[config.mk]
export PLATFORM = sky130hd
export DESIGN_NAME = tpg_top
export DESIGN_NICKNAME = d
export VERILOG_FILES = /design/src/hw/tpg_pkg.sv /design/src/hw/tpg_top.sv
export SDC_FILE = /design/constraint.sdc
export NUM_CORES = 1
export LEC_CHECK = 0
export BUFFER_PORTS_ARGS = -buffer_cell sky130_fd_sc_hd__buf_2
export CAP_MARGIN = 20
export CORE_MARGIN = 1.5
export CORE_UTILIZATION = 45
export DETAILED_ROUTE_END_ITERATION = 7
export PLACE_DENSITY = 0.69
export SLEW_MARGIN = 20
export SYNTH_ARGS = -nofsm -noshare
export SYNTH_HDL_FRONTEND = slang
export SYNTH_SLANG_ARGS = --single-unit
[constraint.sdc]
create_clock -name ref_clk -period 2.8 [get_ports ref_clk]
set_input_delay 0.56 -clock ref_clk [delete_from_list [all_inputs] [get_ports ref_clk]]
set_output_delay 0.56 -clock ref_clk [all_outputs]
set_load 0.005 [all_outputs]
[src/hw/tpg_pkg.sv]
// Package for the two-port GPIO block: widths, register offsets,
// field positions, reset values and the APB slave state encoding.
// Assumes a 32-bit APB with byte addresses in the low 8 bits.
package tpg_pkg;

   // Port widths
   localparam int A_W    = 18;
   localparam int B_W    = 17;
   localparam int ADDR_W = 8;
   localparam int DATA_W = 32;

   // Register byte offsets
   localparam logic [7:0] OFF_A_OUT      = 8'h00;
   localparam logic [7:0] OFF_A_DIR      = 8'h04;
   localparam logic [7:0] OFF_A_SRC      = 8'h08;
   localparam logic [7:0] OFF_B_OUT      = 8'h0C;
   localparam logic [7:0] OFF_B_DIR      = 8'h10;
   localparam logic [7:0] OFF_B_SRC      = 8'h14;
   localparam logic [7:0] OFF_IRQ_ENABLE = 8'h30;
   localparam logic [7:0] OFF_IRQ_MASK   = 8'h34;
   localparam logic [7:0] OFF_IRQ_TYPE   = 8'h38;
   localparam logic [7:0] OFF_IRQ_STATUS = 8'h40;
   localparam logic [7:0] OFF_IRQ_RAW    = 8'h44;
   localparam logic [7:0] OFF_IRQ_CLEAR  = 8'h4C;
   localparam logic [7:0] OFF_A_PINS     = 8'h50;
   localparam logic [7:0] OFF_B_PINS     = 8'h54;

   // Field positions
   localparam int SRC_BIT = 0;

   // Source select encoding
   localparam logic SRC_SOFTWARE = 1'b0;
   localparam logic SRC_HARDWARE = 1'b1;

   // Interrupt type encoding
   localparam logic TYPE_LEVEL = 1'b0;
   localparam logic TYPE_EDGE  = 1'b1;

   // Reset values
   localparam logic [A_W-1:0] RST_A_OUT      = 18'h00000;
   localparam logic [A_W-1:0] RST_A_DIR      = 18'h00000;
   localparam logic           RST_A_SRC      = 1'b0;
   localparam logic [B_W-1:0] RST_B_OUT      = 17'h00000;
   localparam logic [B_W-1:0] RST_B_DIR      = 17'h00000;
   localparam logic           RST_B_SRC      = 1'b0;
   localparam logic [A_W-1:0] RST_IRQ_ENABLE = 18'h00000;
   localparam logic [A_W-1:0] RST_IRQ_MASK   = 18'h00000;
   localparam logic [A_W-1:0] RST_IRQ_TYPE   = 18'h00000;

   // APB slave states, Gray coded
   typedef enum logic [0:0] {
      ST_IDLE = 1'b0,
      ST_ACK  = 1'b1
   } tpg_apb_state_t;

endpackage

[src/hw/tpg_top.sv]
// Two-port GPIO: 18-bit port A with interrupts, 17-bit port B,
// each selectable between software registers and hardware peripherals.
// Assumes pad inputs and peripheral signals are synchronous to ref_clk.
//
// Summary of operation
// - Output value registers drive port lines
// - Direction bit per line: 0 in, 1 out
// - Source bit 0: software 0, hardware 1
// - Per-bit port A interrupt enable
// - Mask bit 1 blocks interrupt, 0 passes
// - Per-bit type: 0 level, 1 edge
// - Only port A lines raise interrupts
//
// Design decision made here: register access over APB.
`timescale 1ns/100ps

module tpg_top (
   // Clock and reset
   input  wire logic                        ref_clk,
   input  wire logic                        arst_n,
   // APB slave
   input  wire logic                        psel,
   input  wire logic                        penable,
   input  wire logic                        pwrite,
   input  wire logic [tpg_pkg::ADDR_W-1:0]  paddr,
   input  wire logic [tpg_pkg::DATA_W-1:0]  pwdata,
   output logic      [tpg_pkg::DATA_W-1:0]  prdata,
   output logic                             pready,
   output logic                             pslverr,
   // Port A pads
   input  wire logic [tpg_pkg::A_W-1:0]     port_a_in,
   output logic      [tpg_pkg::A_W-1:0]     port_a_out,
   output logic      [tpg_pkg::A_W-1:0]     port_a_oe,
   // Port B pads
   input  wire logic [tpg_pkg::B_W-1:0]     port_b_in,
   output logic      [tpg_pkg::B_W-1:0]     port_b_out,
   output logic      [tpg_pkg::B_W-1:0]     port_b_oe,
   // Port A hardware peripheral side
   input  wire logic [tpg_pkg::A_W-1:0]     hw_a_out,
   input  wire logic [tpg_pkg::A_W-1:0]     hw_a_oe,
   output logic      [tpg_pkg::A_W-1:0]     hw_a_in,
   // Port B hardware peripheral side
   input  wire logic [tpg_pkg::B_W-1:0]     hw_b_out,
   input  wire logic [tpg_pkg::B_W-1:0]     hw_b_oe,
   output logic      [tpg_pkg::B_W-1:0]     hw_b_in,
   // Interrupt request to the interrupt controller
   output logic                             irq
);

   // Software registers
   logic [tpg_pkg::A_W-1:0]  a_out_value;
   logic [tpg_pkg::A_W-1:0]  a_direction;
   logic                     a_source;
   logic [tpg_pkg::B_W-1:0]  b_out_value;
   logic [tpg_pkg::B_W-1:0]  b_direction;
   logic                     b_source;
   logic [tpg_pkg::A_W-1:0]  irq_enable;
   logic [tpg_pkg::A_W-1:0]  irq_mask;
   logic [tpg_pkg::A_W-1:0]  irq_type;
   logic [tpg_pkg::A_W-1:0]  edge_latch;
   tpg_pkg::tpg_apb_state_t  state;

   logic [tpg_pkg::A_W-1:0]  next_a_out_value;
   logic [tpg_pkg::A_W-1:0]  next_a_direction;
   logic                     next_a_source;
   logic [tpg_pkg::B_W-1:0]  next_b_out_value;
   logic [tpg_pkg::B_W-1:0]  next_b_direction;
   logic                     next_b_source;
   logic [tpg_pkg::A_W-1:0]  next_irq_enable;
   logic [tpg_pkg::A_W-1:0]  next_irq_mask;
   logic [tpg_pkg::A_W-1:0]  next_irq_type;
   logic [tpg_pkg::A_W-1:0]  next_edge_latch;
   tpg_pkg::tpg_apb_state_t  next_state;
   logic [tpg_pkg::DATA_W-1:0] next_prdata;
   logic                     next_pready;
   logic                     next_pslverr;

   // Pad and interrupt next values
   logic [tpg_pkg::A_W-1:0]  next_port_a_out;
   logic [tpg_pkg::A_W-1:0]  next_port_a_oe;
   logic [tpg_pkg::B_W-1:0]  next_port_b_out;
   logic [tpg_pkg::B_W-1:0]  next_port_b_oe;
   logic                     next_irq;

   // Interrupt condition terms
   logic [tpg_pkg::A_W-1:0]  rise_a;
   logic [tpg_pkg::A_W-1:0]  clear_a;
   logic [tpg_pkg::A_W-1:0]  raw_a;
   logic [tpg_pkg::A_W-1:0]  status_a;
   logic                     wr_ok;

   // Known register offsets only; everything else answers with an error
   function automatic logic is_mapped(input logic [7:0] addr);
      case (addr)
         tpg_pkg::OFF_A_OUT,      tpg_pkg::OFF_A_DIR,
         tpg_pkg::OFF_A_SRC,      tpg_pkg::OFF_B_OUT,
         tpg_pkg::OFF_B_DIR,      tpg_pkg::OFF_B_SRC,
         tpg_pkg::OFF_IRQ_ENABLE, tpg_pkg::OFF_IRQ_MASK,
         tpg_pkg::OFF_IRQ_TYPE,   tpg_pkg::OFF_IRQ_STATUS,
         tpg_pkg::OFF_IRQ_RAW,    tpg_pkg::OFF_IRQ_CLEAR,
         tpg_pkg::OFF_A_PINS,     tpg_pkg::OFF_B_PINS: begin
            is_mapped = 1'b1;
         end
         default: begin
            is_mapped = 1'b0;
         end
      endcase
   endfunction

   // Zero-extend port A and port B fields; reserved bits read as zero
   function automatic logic [31:0] ext_a(input logic [17:0] v);
      ext_a = {14'h0000, v};
   endfunction

   function automatic logic [31:0] ext_b(input logic [16:0] v);
      ext_b = {15'h0000, v};
   endfunction

   // Interrupt detection, port B never contributes
   always_comb begin
      // Registered pad copy doubles as the edge reference
      rise_a = port_a_in & ~hw_a_in;
      clear_a = '0;
      wr_ok = (state == tpg_pkg::ST_ACK) && psel && penable && pwrite
              && is_mapped(paddr);
      if (wr_ok && (paddr == tpg_pkg::OFF_IRQ_CLEAR)) begin
         clear_a = pwdata[tpg_pkg::A_W-1:0];
      end
      // Edge events win over a clear in the same cycle
      next_edge_latch = (edge_latch & ~clear_a)
                        | (rise_a & irq_type);
      raw_a = (hw_a_in & ~irq_type) | (edge_latch & irq_type);
      status_a = raw_a & irq_enable;
      // Registered request lags the condition by one edge
      next_irq = |(status_a & ~irq_mask);
   end

   // Pad drive: software registers or hardware peripheral
   always_comb begin
      // Hardware mode hands over data and enable together
      if (a_source == tpg_pkg::SRC_HARDWARE) begin
         next_port_a_out = hw_a_out;
         next_port_a_oe  = hw_a_oe;
      end else begin
         next_port_a_out = a_out_value;
         next_port_a_oe  = a_direction;
      end
      if (b_source == tpg_pkg::SRC_HARDWARE) begin
         next_port_b_out = hw_b_out;
         next_port_b_oe  = hw_b_oe;
      end else begin
         next_port_b_out = b_out_value;
         next_port_b_oe  = b_direction;
      end
   end

   // APB slave: one wait state so read data comes from a flop
   always_comb begin
      next_state       = state;
      next_prdata      = prdata;
      next_pready      = 1'b0;
      next_pslverr     = 1'b0;
      next_a_out_value = a_out_value;
      next_a_direction = a_direction;
      next_a_source    = a_source;
      next_b_out_value = b_out_value;
      next_b_direction = b_direction;
      next_b_source    = b_source;
      next_irq_enable  = irq_enable;
      next_irq_mask    = irq_mask;
      next_irq_type    = irq_type;
      case (state)
         tpg_pkg::ST_IDLE: begin
            if (psel && penable) begin
               next_state   = tpg_pkg::ST_ACK;
               next_pready  = 1'b1;
               next_pslverr = ~is_mapped(paddr);
               // Writes and errors leave zero on the read bus
               next_prdata  = '0;
               if (!pwrite) begin
                  case (paddr)
                     tpg_pkg::OFF_A_OUT:
                        next_prdata = ext_a(a_out_value);
                     tpg_pkg::OFF_A_DIR:
                        next_prdata = ext_a(a_direction);
                     tpg_pkg::OFF_A_SRC:
                        next_prdata[tpg_pkg::SRC_BIT] = a_source;
                     tpg_pkg::OFF_B_OUT:
                        next_prdata = ext_b(b_out_value);
                     tpg_pkg::OFF_B_DIR:
                        next_prdata = ext_b(b_direction);
                     tpg_pkg::OFF_B_SRC:
                        next_prdata[tpg_pkg::SRC_BIT] = b_source;
                     tpg_pkg::OFF_IRQ_ENABLE:
                        next_prdata = ext_a(irq_enable);
                     tpg_pkg::OFF_IRQ_MASK:
                        next_prdata = ext_a(irq_mask);
                     tpg_pkg::OFF_IRQ_TYPE:
                        next_prdata = ext_a(irq_type);
                     tpg_pkg::OFF_IRQ_STATUS:
                        next_prdata = ext_a(status_a & ~irq_mask);
                     tpg_pkg::OFF_IRQ_RAW:
                        next_prdata = ext_a(raw_a);
                     tpg_pkg::OFF_A_PINS:
                        next_prdata = ext_a(hw_a_in);
                     tpg_pkg::OFF_B_PINS:
                        next_prdata = ext_b(hw_b_in);
                     default: begin
                        next_prdata = '0;
                     end
                  endcase
               end
            end
         end
         tpg_pkg::ST_ACK: begin
            // Write lands on the edge where pready is seen high
            next_state = tpg_pkg::ST_IDLE;
            if (wr_ok) begin
               case (paddr)
                  tpg_pkg::OFF_A_OUT:
                     next_a_out_value = pwdata[tpg_pkg::A_W-1:0];
                  tpg_pkg::OFF_A_DIR:
                     next_a_direction = pwdata[tpg_pkg::A_W-1:0];
                  tpg_pkg::OFF_A_SRC:
                     next_a_source = pwdata[tpg_pkg::SRC_BIT];
                  tpg_pkg::OFF_B_OUT:
                     next_b_out_value = pwdata[tpg_pkg::B_W-1:0];
                  tpg_pkg::OFF_B_DIR:
                     next_b_direction = pwdata[tpg_pkg::B_W-1:0];
                  tpg_pkg::OFF_B_SRC:
                     next_b_source = pwdata[tpg_pkg::SRC_BIT];
                  tpg_pkg::OFF_IRQ_ENABLE:
                     next_irq_enable = pwdata[tpg_pkg::A_W-1:0];
                  tpg_pkg::OFF_IRQ_MASK:
                     next_irq_mask = pwdata[tpg_pkg::A_W-1:0];
                  tpg_pkg::OFF_IRQ_TYPE:
                     next_irq_type = pwdata[tpg_pkg::A_W-1:0];
                  tpg_pkg::OFF_IRQ_STATUS, tpg_pkg::OFF_IRQ_RAW,
                  tpg_pkg::OFF_IRQ_CLEAR,  tpg_pkg::OFF_A_PINS,
                  tpg_pkg::OFF_B_PINS: begin
                     // Read-only views store nothing; clear acts above
                     next_state = tpg_pkg::ST_IDLE;
                  end
                  default: begin
                     next_state = tpg_pkg::ST_IDLE;
                  end
               endcase
            end
         end
         default: begin
            next_state = tpg_pkg::ST_IDLE;
         end
      endcase
   end

   always_ff @(posedge ref_clk or negedge arst_n) begin
      if (!arst_n) begin
         state       <= tpg_pkg::ST_IDLE;
         prdata      <= '0;
         pready      <= 1'b0;
         pslverr     <= 1'b0;
         a_out_value <= tpg_pkg::RST_A_OUT;
         a_direction <= tpg_pkg::RST_A_DIR;
         a_source    <= tpg_pkg::RST_A_SRC;
         b_out_value <= tpg_pkg::RST_B_OUT;
         b_direction <= tpg_pkg::RST_B_DIR;
         b_source    <= tpg_pkg::RST_B_SRC;
         irq_enable  <= tpg_pkg::RST_IRQ_ENABLE;
         irq_mask    <= tpg_pkg::RST_IRQ_MASK;
         irq_type    <= tpg_pkg::RST_IRQ_TYPE;
         edge_latch  <= '0;
         // Pads start undriven until software or hardware asks
         port_a_out  <= '0;
         port_a_oe   <= '0;
         port_b_out  <= '0;
         port_b_oe   <= '0;
         hw_a_in     <= '0;
         hw_b_in     <= '0;
         irq         <= 1'b0;
      end else begin
         state       <= next_state;
         prdata      <= next_prdata;
         pready      <= next_pready;
         pslverr     <= next_pslverr;
         a_out_value <= next_a_out_value;
         a_direction <= next_a_direction;
         a_source    <= next_a_source;
         b_out_value <= next_b_out_value;
         b_direction <= next_b_direction;
         b_source    <= next_b_source;
         irq_enable  <= next_irq_enable;
         irq_mask    <= next_irq_mask;
         irq_type    <= next_irq_type;
         edge_latch  <= next_edge_latch;
         port_a_out  <= next_port_a_out;
         port_a_oe   <= next_port_a_oe;
         port_b_out  <= next_port_b_out;
         port_b_oe   <= next_port_b_oe;
         hw_a_in     <= port_a_in;
         hw_b_in     <= port_b_in;
         irq         <= next_irq;
      end
   end

endmodule

Word-level counts from Yosys, hierarchy flattened
Index checks and enable logic that the tools add are counted.
Cells by class
  bitwise logic cells: 15
  eq/ne operators: 13
  reductions and logical operators: 19
  multiplexer cells: 16
Operator list (number)
  $pmux 17 s11: 1
  $and 18x18->18: 7
  $mux 18: 4
  $not 18->18: 4
  $eq 8x7->1 const B: 5
  $or 18x18->18: 2
  $mux 17: 2
  $reduce_and 3->1: 9
  $eq 8x6->1 const B: 3
  $reduce_or 18->1: 1
  $eq 8x4->1 const B: 2
  $eq 8x5->1 const B: 2
  $reduce_or 14->1: 1
  $pmux 1 s13: 1
  $eq 8x3->1 const B: 1
  $logic_not 8->1: 1
  $mux 1: 7
  $logic_and 1x1->1: 6
  $not 1->1: 2
  $pmux 1 s2: 1
  $reduce_and 2->1: 1
Storage, ports and cells
  bits in registers: 285
  bits of input ports: 150
  output and inout bits: 140

Logic depth before layout (Yosys ltp)
  word-level depth: 9
  gate-level depth with buffers: 8
  mapped depth without buffers: 5

Worst setup path after synthesis
No wires, ideal clock.
  path kind: in2reg
  from: input paddr[4] (netlist name)
  to: register b_out_value[10] (netlist name)
  setup slack: 488 ps
  library setup time: 125 ps
  arrival: 2187 ps
  stages: 7
  required time: 2675 ps
  cell sequence: buf_2 -> nor4_1 -> and2_1 -> nor2b_1 -> buf_2 -> buf_4 -> mux2_2
Between the ends
  cells in the longest elaborated chain, start to end: 5
RTL lines
  from (decl): line tpg_top.sv:25  | input wire logic [tpg_pkg::ADDR_W-1:0] paddr,
  $eq 8x7->1 (tied with other cells): line tpg_top.sv:94  | case (addr)
  $reduce_or 14->1: line tpg_top.sv:94
  $mux 1: line tpg_top.sv:94
  $logic_and 1x1->1: line tpg_top.sv:125  | && is_mapped(paddr);
  $reduce_and 3->1 (no line) *
  to (signal assigned): line tpg_top.sv:265  | b_out_value <= tpg_pkg::RST_B_OUT;
  to (signal assigned): line tpg_top.sv:288  | b_out_value <= next_b_out_value;
  to (decl): line tpg_top.sv:54  | logic [tpg_pkg::B_W-1:0] b_out_value;
Every way passes the cells marked *; elsewhere a longest branch is shown, timed or not.
A chain may end at the register's enable or synchronous reset.

Worst setup path in the final report
  from: input paddr[7] (netlist name)
  to: register irq_mask[2] (netlist name)
Between the ends
  cells in the longest elaborated chain, start to end: 5
RTL lines
  $eq 8x7->1 (tied with other cells): line tpg_top.sv:94
  $reduce_or 14->1: line tpg_top.sv:94
  $mux 1: line tpg_top.sv:94
  $logic_and 1x1->1: line tpg_top.sv:125
  $reduce_and 3->1 (no line) *
  to (signal assigned): line tpg_top.sv:269  | irq_mask <= tpg_pkg::RST_IRQ_MASK;
  to (signal assigned): line tpg_top.sv:292  | irq_mask <= next_irq_mask;
  to (decl): line tpg_top.sv:58  | logic [tpg_pkg::A_W-1:0] irq_mask;
Marked as above.

==> summary.txt <==
Status
  • Status: finished, violations left
  • Failing checks: design-rule violations

Logic synthesis
  • Most frequent cell after synthesis: dfrtp_1
  • Synthesized flop and latch total: 270
  • Yosys cell types: 68
  • Async SR Flop Fraction: 1.00
  • Synth top cells by count: 270 x dfrtp_1, 198 x mux2_2, 98 x nand2_1
  • Mapped Cells: 953
  • Area fraction of the dominant cell type after synthesis: 0.563
  • Avg Inst Size Synth: 12.6 µm²
  • Mapped Area: 12000 µm²
  • Post-synthesis sequential area ratio: 0.563
  • Synth area leader: dfrtp_1
  • Post-synth EDFFs: 0
  • Ranking of synthesized cells by area: dfrtp_1 56%, mux2_2 19%, nand2_1 3.1%
  • Top FF cell, synth: dfrtp_1
  • Synth warn: 0

CTS
  • Root buffer cell: clkbuf_16
  • TritonCTS clock tree: built
  • Longest Clk Path Bufs: 3
  • CTS Sinks: 270
  • Clk Latency, worst-skew pair: 550 ps
  • Setup Buffers After CTS: 0
  • Cts repair resizes: 0
  • TritonCTS Buffers: 29
  • Cts hold-fix bufs: 1
  • Htree depth: 1
  • Clock Pin Slew Worst Setup and Hold Paths: 60 ps

STA
  • Fin crit share: 0.769
  • Actual slew at the worst max-slew pin: 1160 ps
  • Setup TNS: 0 ps
  • Hold Fails Final Rpt: 0
  • Setup violations, final: 0
  • Final clock skew: 16.1 ps
  • RSZ-0062 raised after global routing: false
  • Min Clock Period, post-route: 2150 ps
  • Achievable Freq: 465 MHz
  • Slack of the critical path: 648 ps
  • Max-slew violations: 0
  • Rel. slew slack: 0.225
  • WHS: 116 ps

Critical path
  • CP top delay family: simple AND/OR/NAND/NOR gates
  • CP required: 3220 ps
  • Largest incremental delay on the critical path: 520 ps
  • Crit Path Class: in2reg
  • Setup crit end kind: register
  • R2R setup slack: 780 ps
  • Slowest cell on the critical path: nor2_1
  • Crit path cell chain: buf_2 -> nor2_1 -> nand2_1 -> nor3_4 -> buf_4 -> mux2_2
  • Worst EP arrival: 2580 ps
  • Critical path buffers and inverters: 2
  • Maximum fanout along the worst path: 14
  • Startpoint types: input port

Place
  • Post-place setup slack: 167 ps
  • Number of port buffers: 261
  • Placer Congestion: 0.954
  • Dpl cells: 1556
  • DP Wirelength: 27400 µm

Run
  • Max-Cap Viols: 0

Floorplanning
  • DIE WIDTH: 166 µm
  • FP Rows: 59
  • Die height: 166 µm
  • Core area: 26100 µm²
  • Die area: 27700 µm²
  • Num ports: 290
  • Starting Density: 0.460

Pwr
  • Leak Pwr: 7.37 nW
  • Maximum vdd drop: 0.485 mV
  • Pwr Density: 548 nW/µm²

Global routing
  • GRT overflow: 0
  • Vias in the first global route: 9440
  • Initial antenna violation count: 1
  • GRT Resource Usage Total: 0.275
  • First-pass GRT wire length: 57700 µm
  • Largest net degree at the start of global routing: 69

Route
  • Remaining antenna violation count: 0
  • DR DRC count: 22
  • TritonRoute pass-1 iters: 7
  • Routed WL per cell: 23.7 µm
  • Initial DRC count: 790
  • Vias post-DR: 9345
  • Total wire length: 38100 µm
  • Vias per cell: 5.82

Cells and area
  • Fraction of layout cells with a size suffix above 1: 0.458
  • Non-filler cells, final: 1607
  • Area growth syn-to-layout: 24.2%
  • Fin nets: 1403

Hold path
  • Hold Path Class: in2reg
[layout make-up]
cell class	count	area [µm²]
fillers	2285	11200
flip-flops and latches	270	6760
clock inverters	10	114
clock buffers	39	793
multi-input cells	625	4970
inverters	3	11.3
diodes	1	2.50
well taps	335	419
repair buffers	324	1840
[worst register-to-register path, cell delays in order (launching register included)]
cell	delay, ps
dfrtp_1	440
mux2_2	390
nand3b_1	120
nand4_1	140
nor4_1	530
nand3_1	210
[per-layer routing]
metal,vias to the layer above,part of all wire,GRT usage
met1,4653,0.42,0.376
met5,-,0,0
met2,485,0.46,0.438
met4,0,0.038,0.102
li1,4101,-,-
met3,106,0.082,0.0503
[stage by stage]
stage,instance area (µm²),utilization,total power [mW]
floorplan,12100,-,4.20
global placement,14000,0.536,4.53
detailed placement,14000,0.536,4.54
CTS,14900,0.571,8.23
global route,14900,0.571,8.43
finish,14900,0.571,8.17
[state kept, by name, indices dropped and copies added (netlist names), 18 cells and up]
name / count
a_direction: 18
edge_latch: 18
irq_type: 18
a_out_value: 18
port_a_oe: 18
irq_enable: 18
irq_mask: 18
prdata: 18
port_a_out: 18
hw_a_in: 18
[cells by family after synthesis]
kind of cell | synth area share
AO/OA/AOI/OAI | 0.103
XOR/XNOR | 0.000729
buffers and inverters | 0.0309
flip-flops | 0.563
multiplexers | 0.208
other | 0.000312
AND/OR/NAND/NOR | 0.0946
[worst paths after layout]
kind	startpoint	to	cells past startpoint
worst min register to register	prdata[4]	prdata[4]	2
min in group asynchronous	arst_n	irq_mask[17]	2
worst max-delay path	paddr[7]	irq_mask[2]	6
max in group asynchronous	arst_n	hw_b_in[9]	3
worst max register to register	irq_type[8]	irq	5
worst min-delay path	port_b_in[7]	hw_b_in[7]	1
[report_power, final]
part           switching (mW)  internal [mW]  leakage, nW
sequential             0.0413           3.95         3.68
combinational           0.303          0.176         3.24
clock                    1.55           2.16        0.444
total                    1.89           6.28         7.37
[cells in the final DEF (no fill, tap or decap), types with 8 or more instances in the layout]
cell type | synthesis | final
a2111oi_0 | 8 | 8
a21oi_1 | 19 | 19
a22o_1 | 12 | 12
a22oi_1 | 36 | 36
buf_2 | 18 | 260
buf_4 | 20 | 58
clkbuf_16 | 0 | 29
conb_1 | 1 | 14
dfrtp_1 | 270 | 268
mux2_1 | 8 | 8
mux2_2 | 198 | 198
mux2i_1 | 18 | 18
nand2_1 | 98 | 98
nand3b_1 | 10 | 10
nor2_1 | 23 | 23
nor3b_1 | 14 | 14
o21ai_0 | 40 | 39
(Power assumes the default switching activity.)
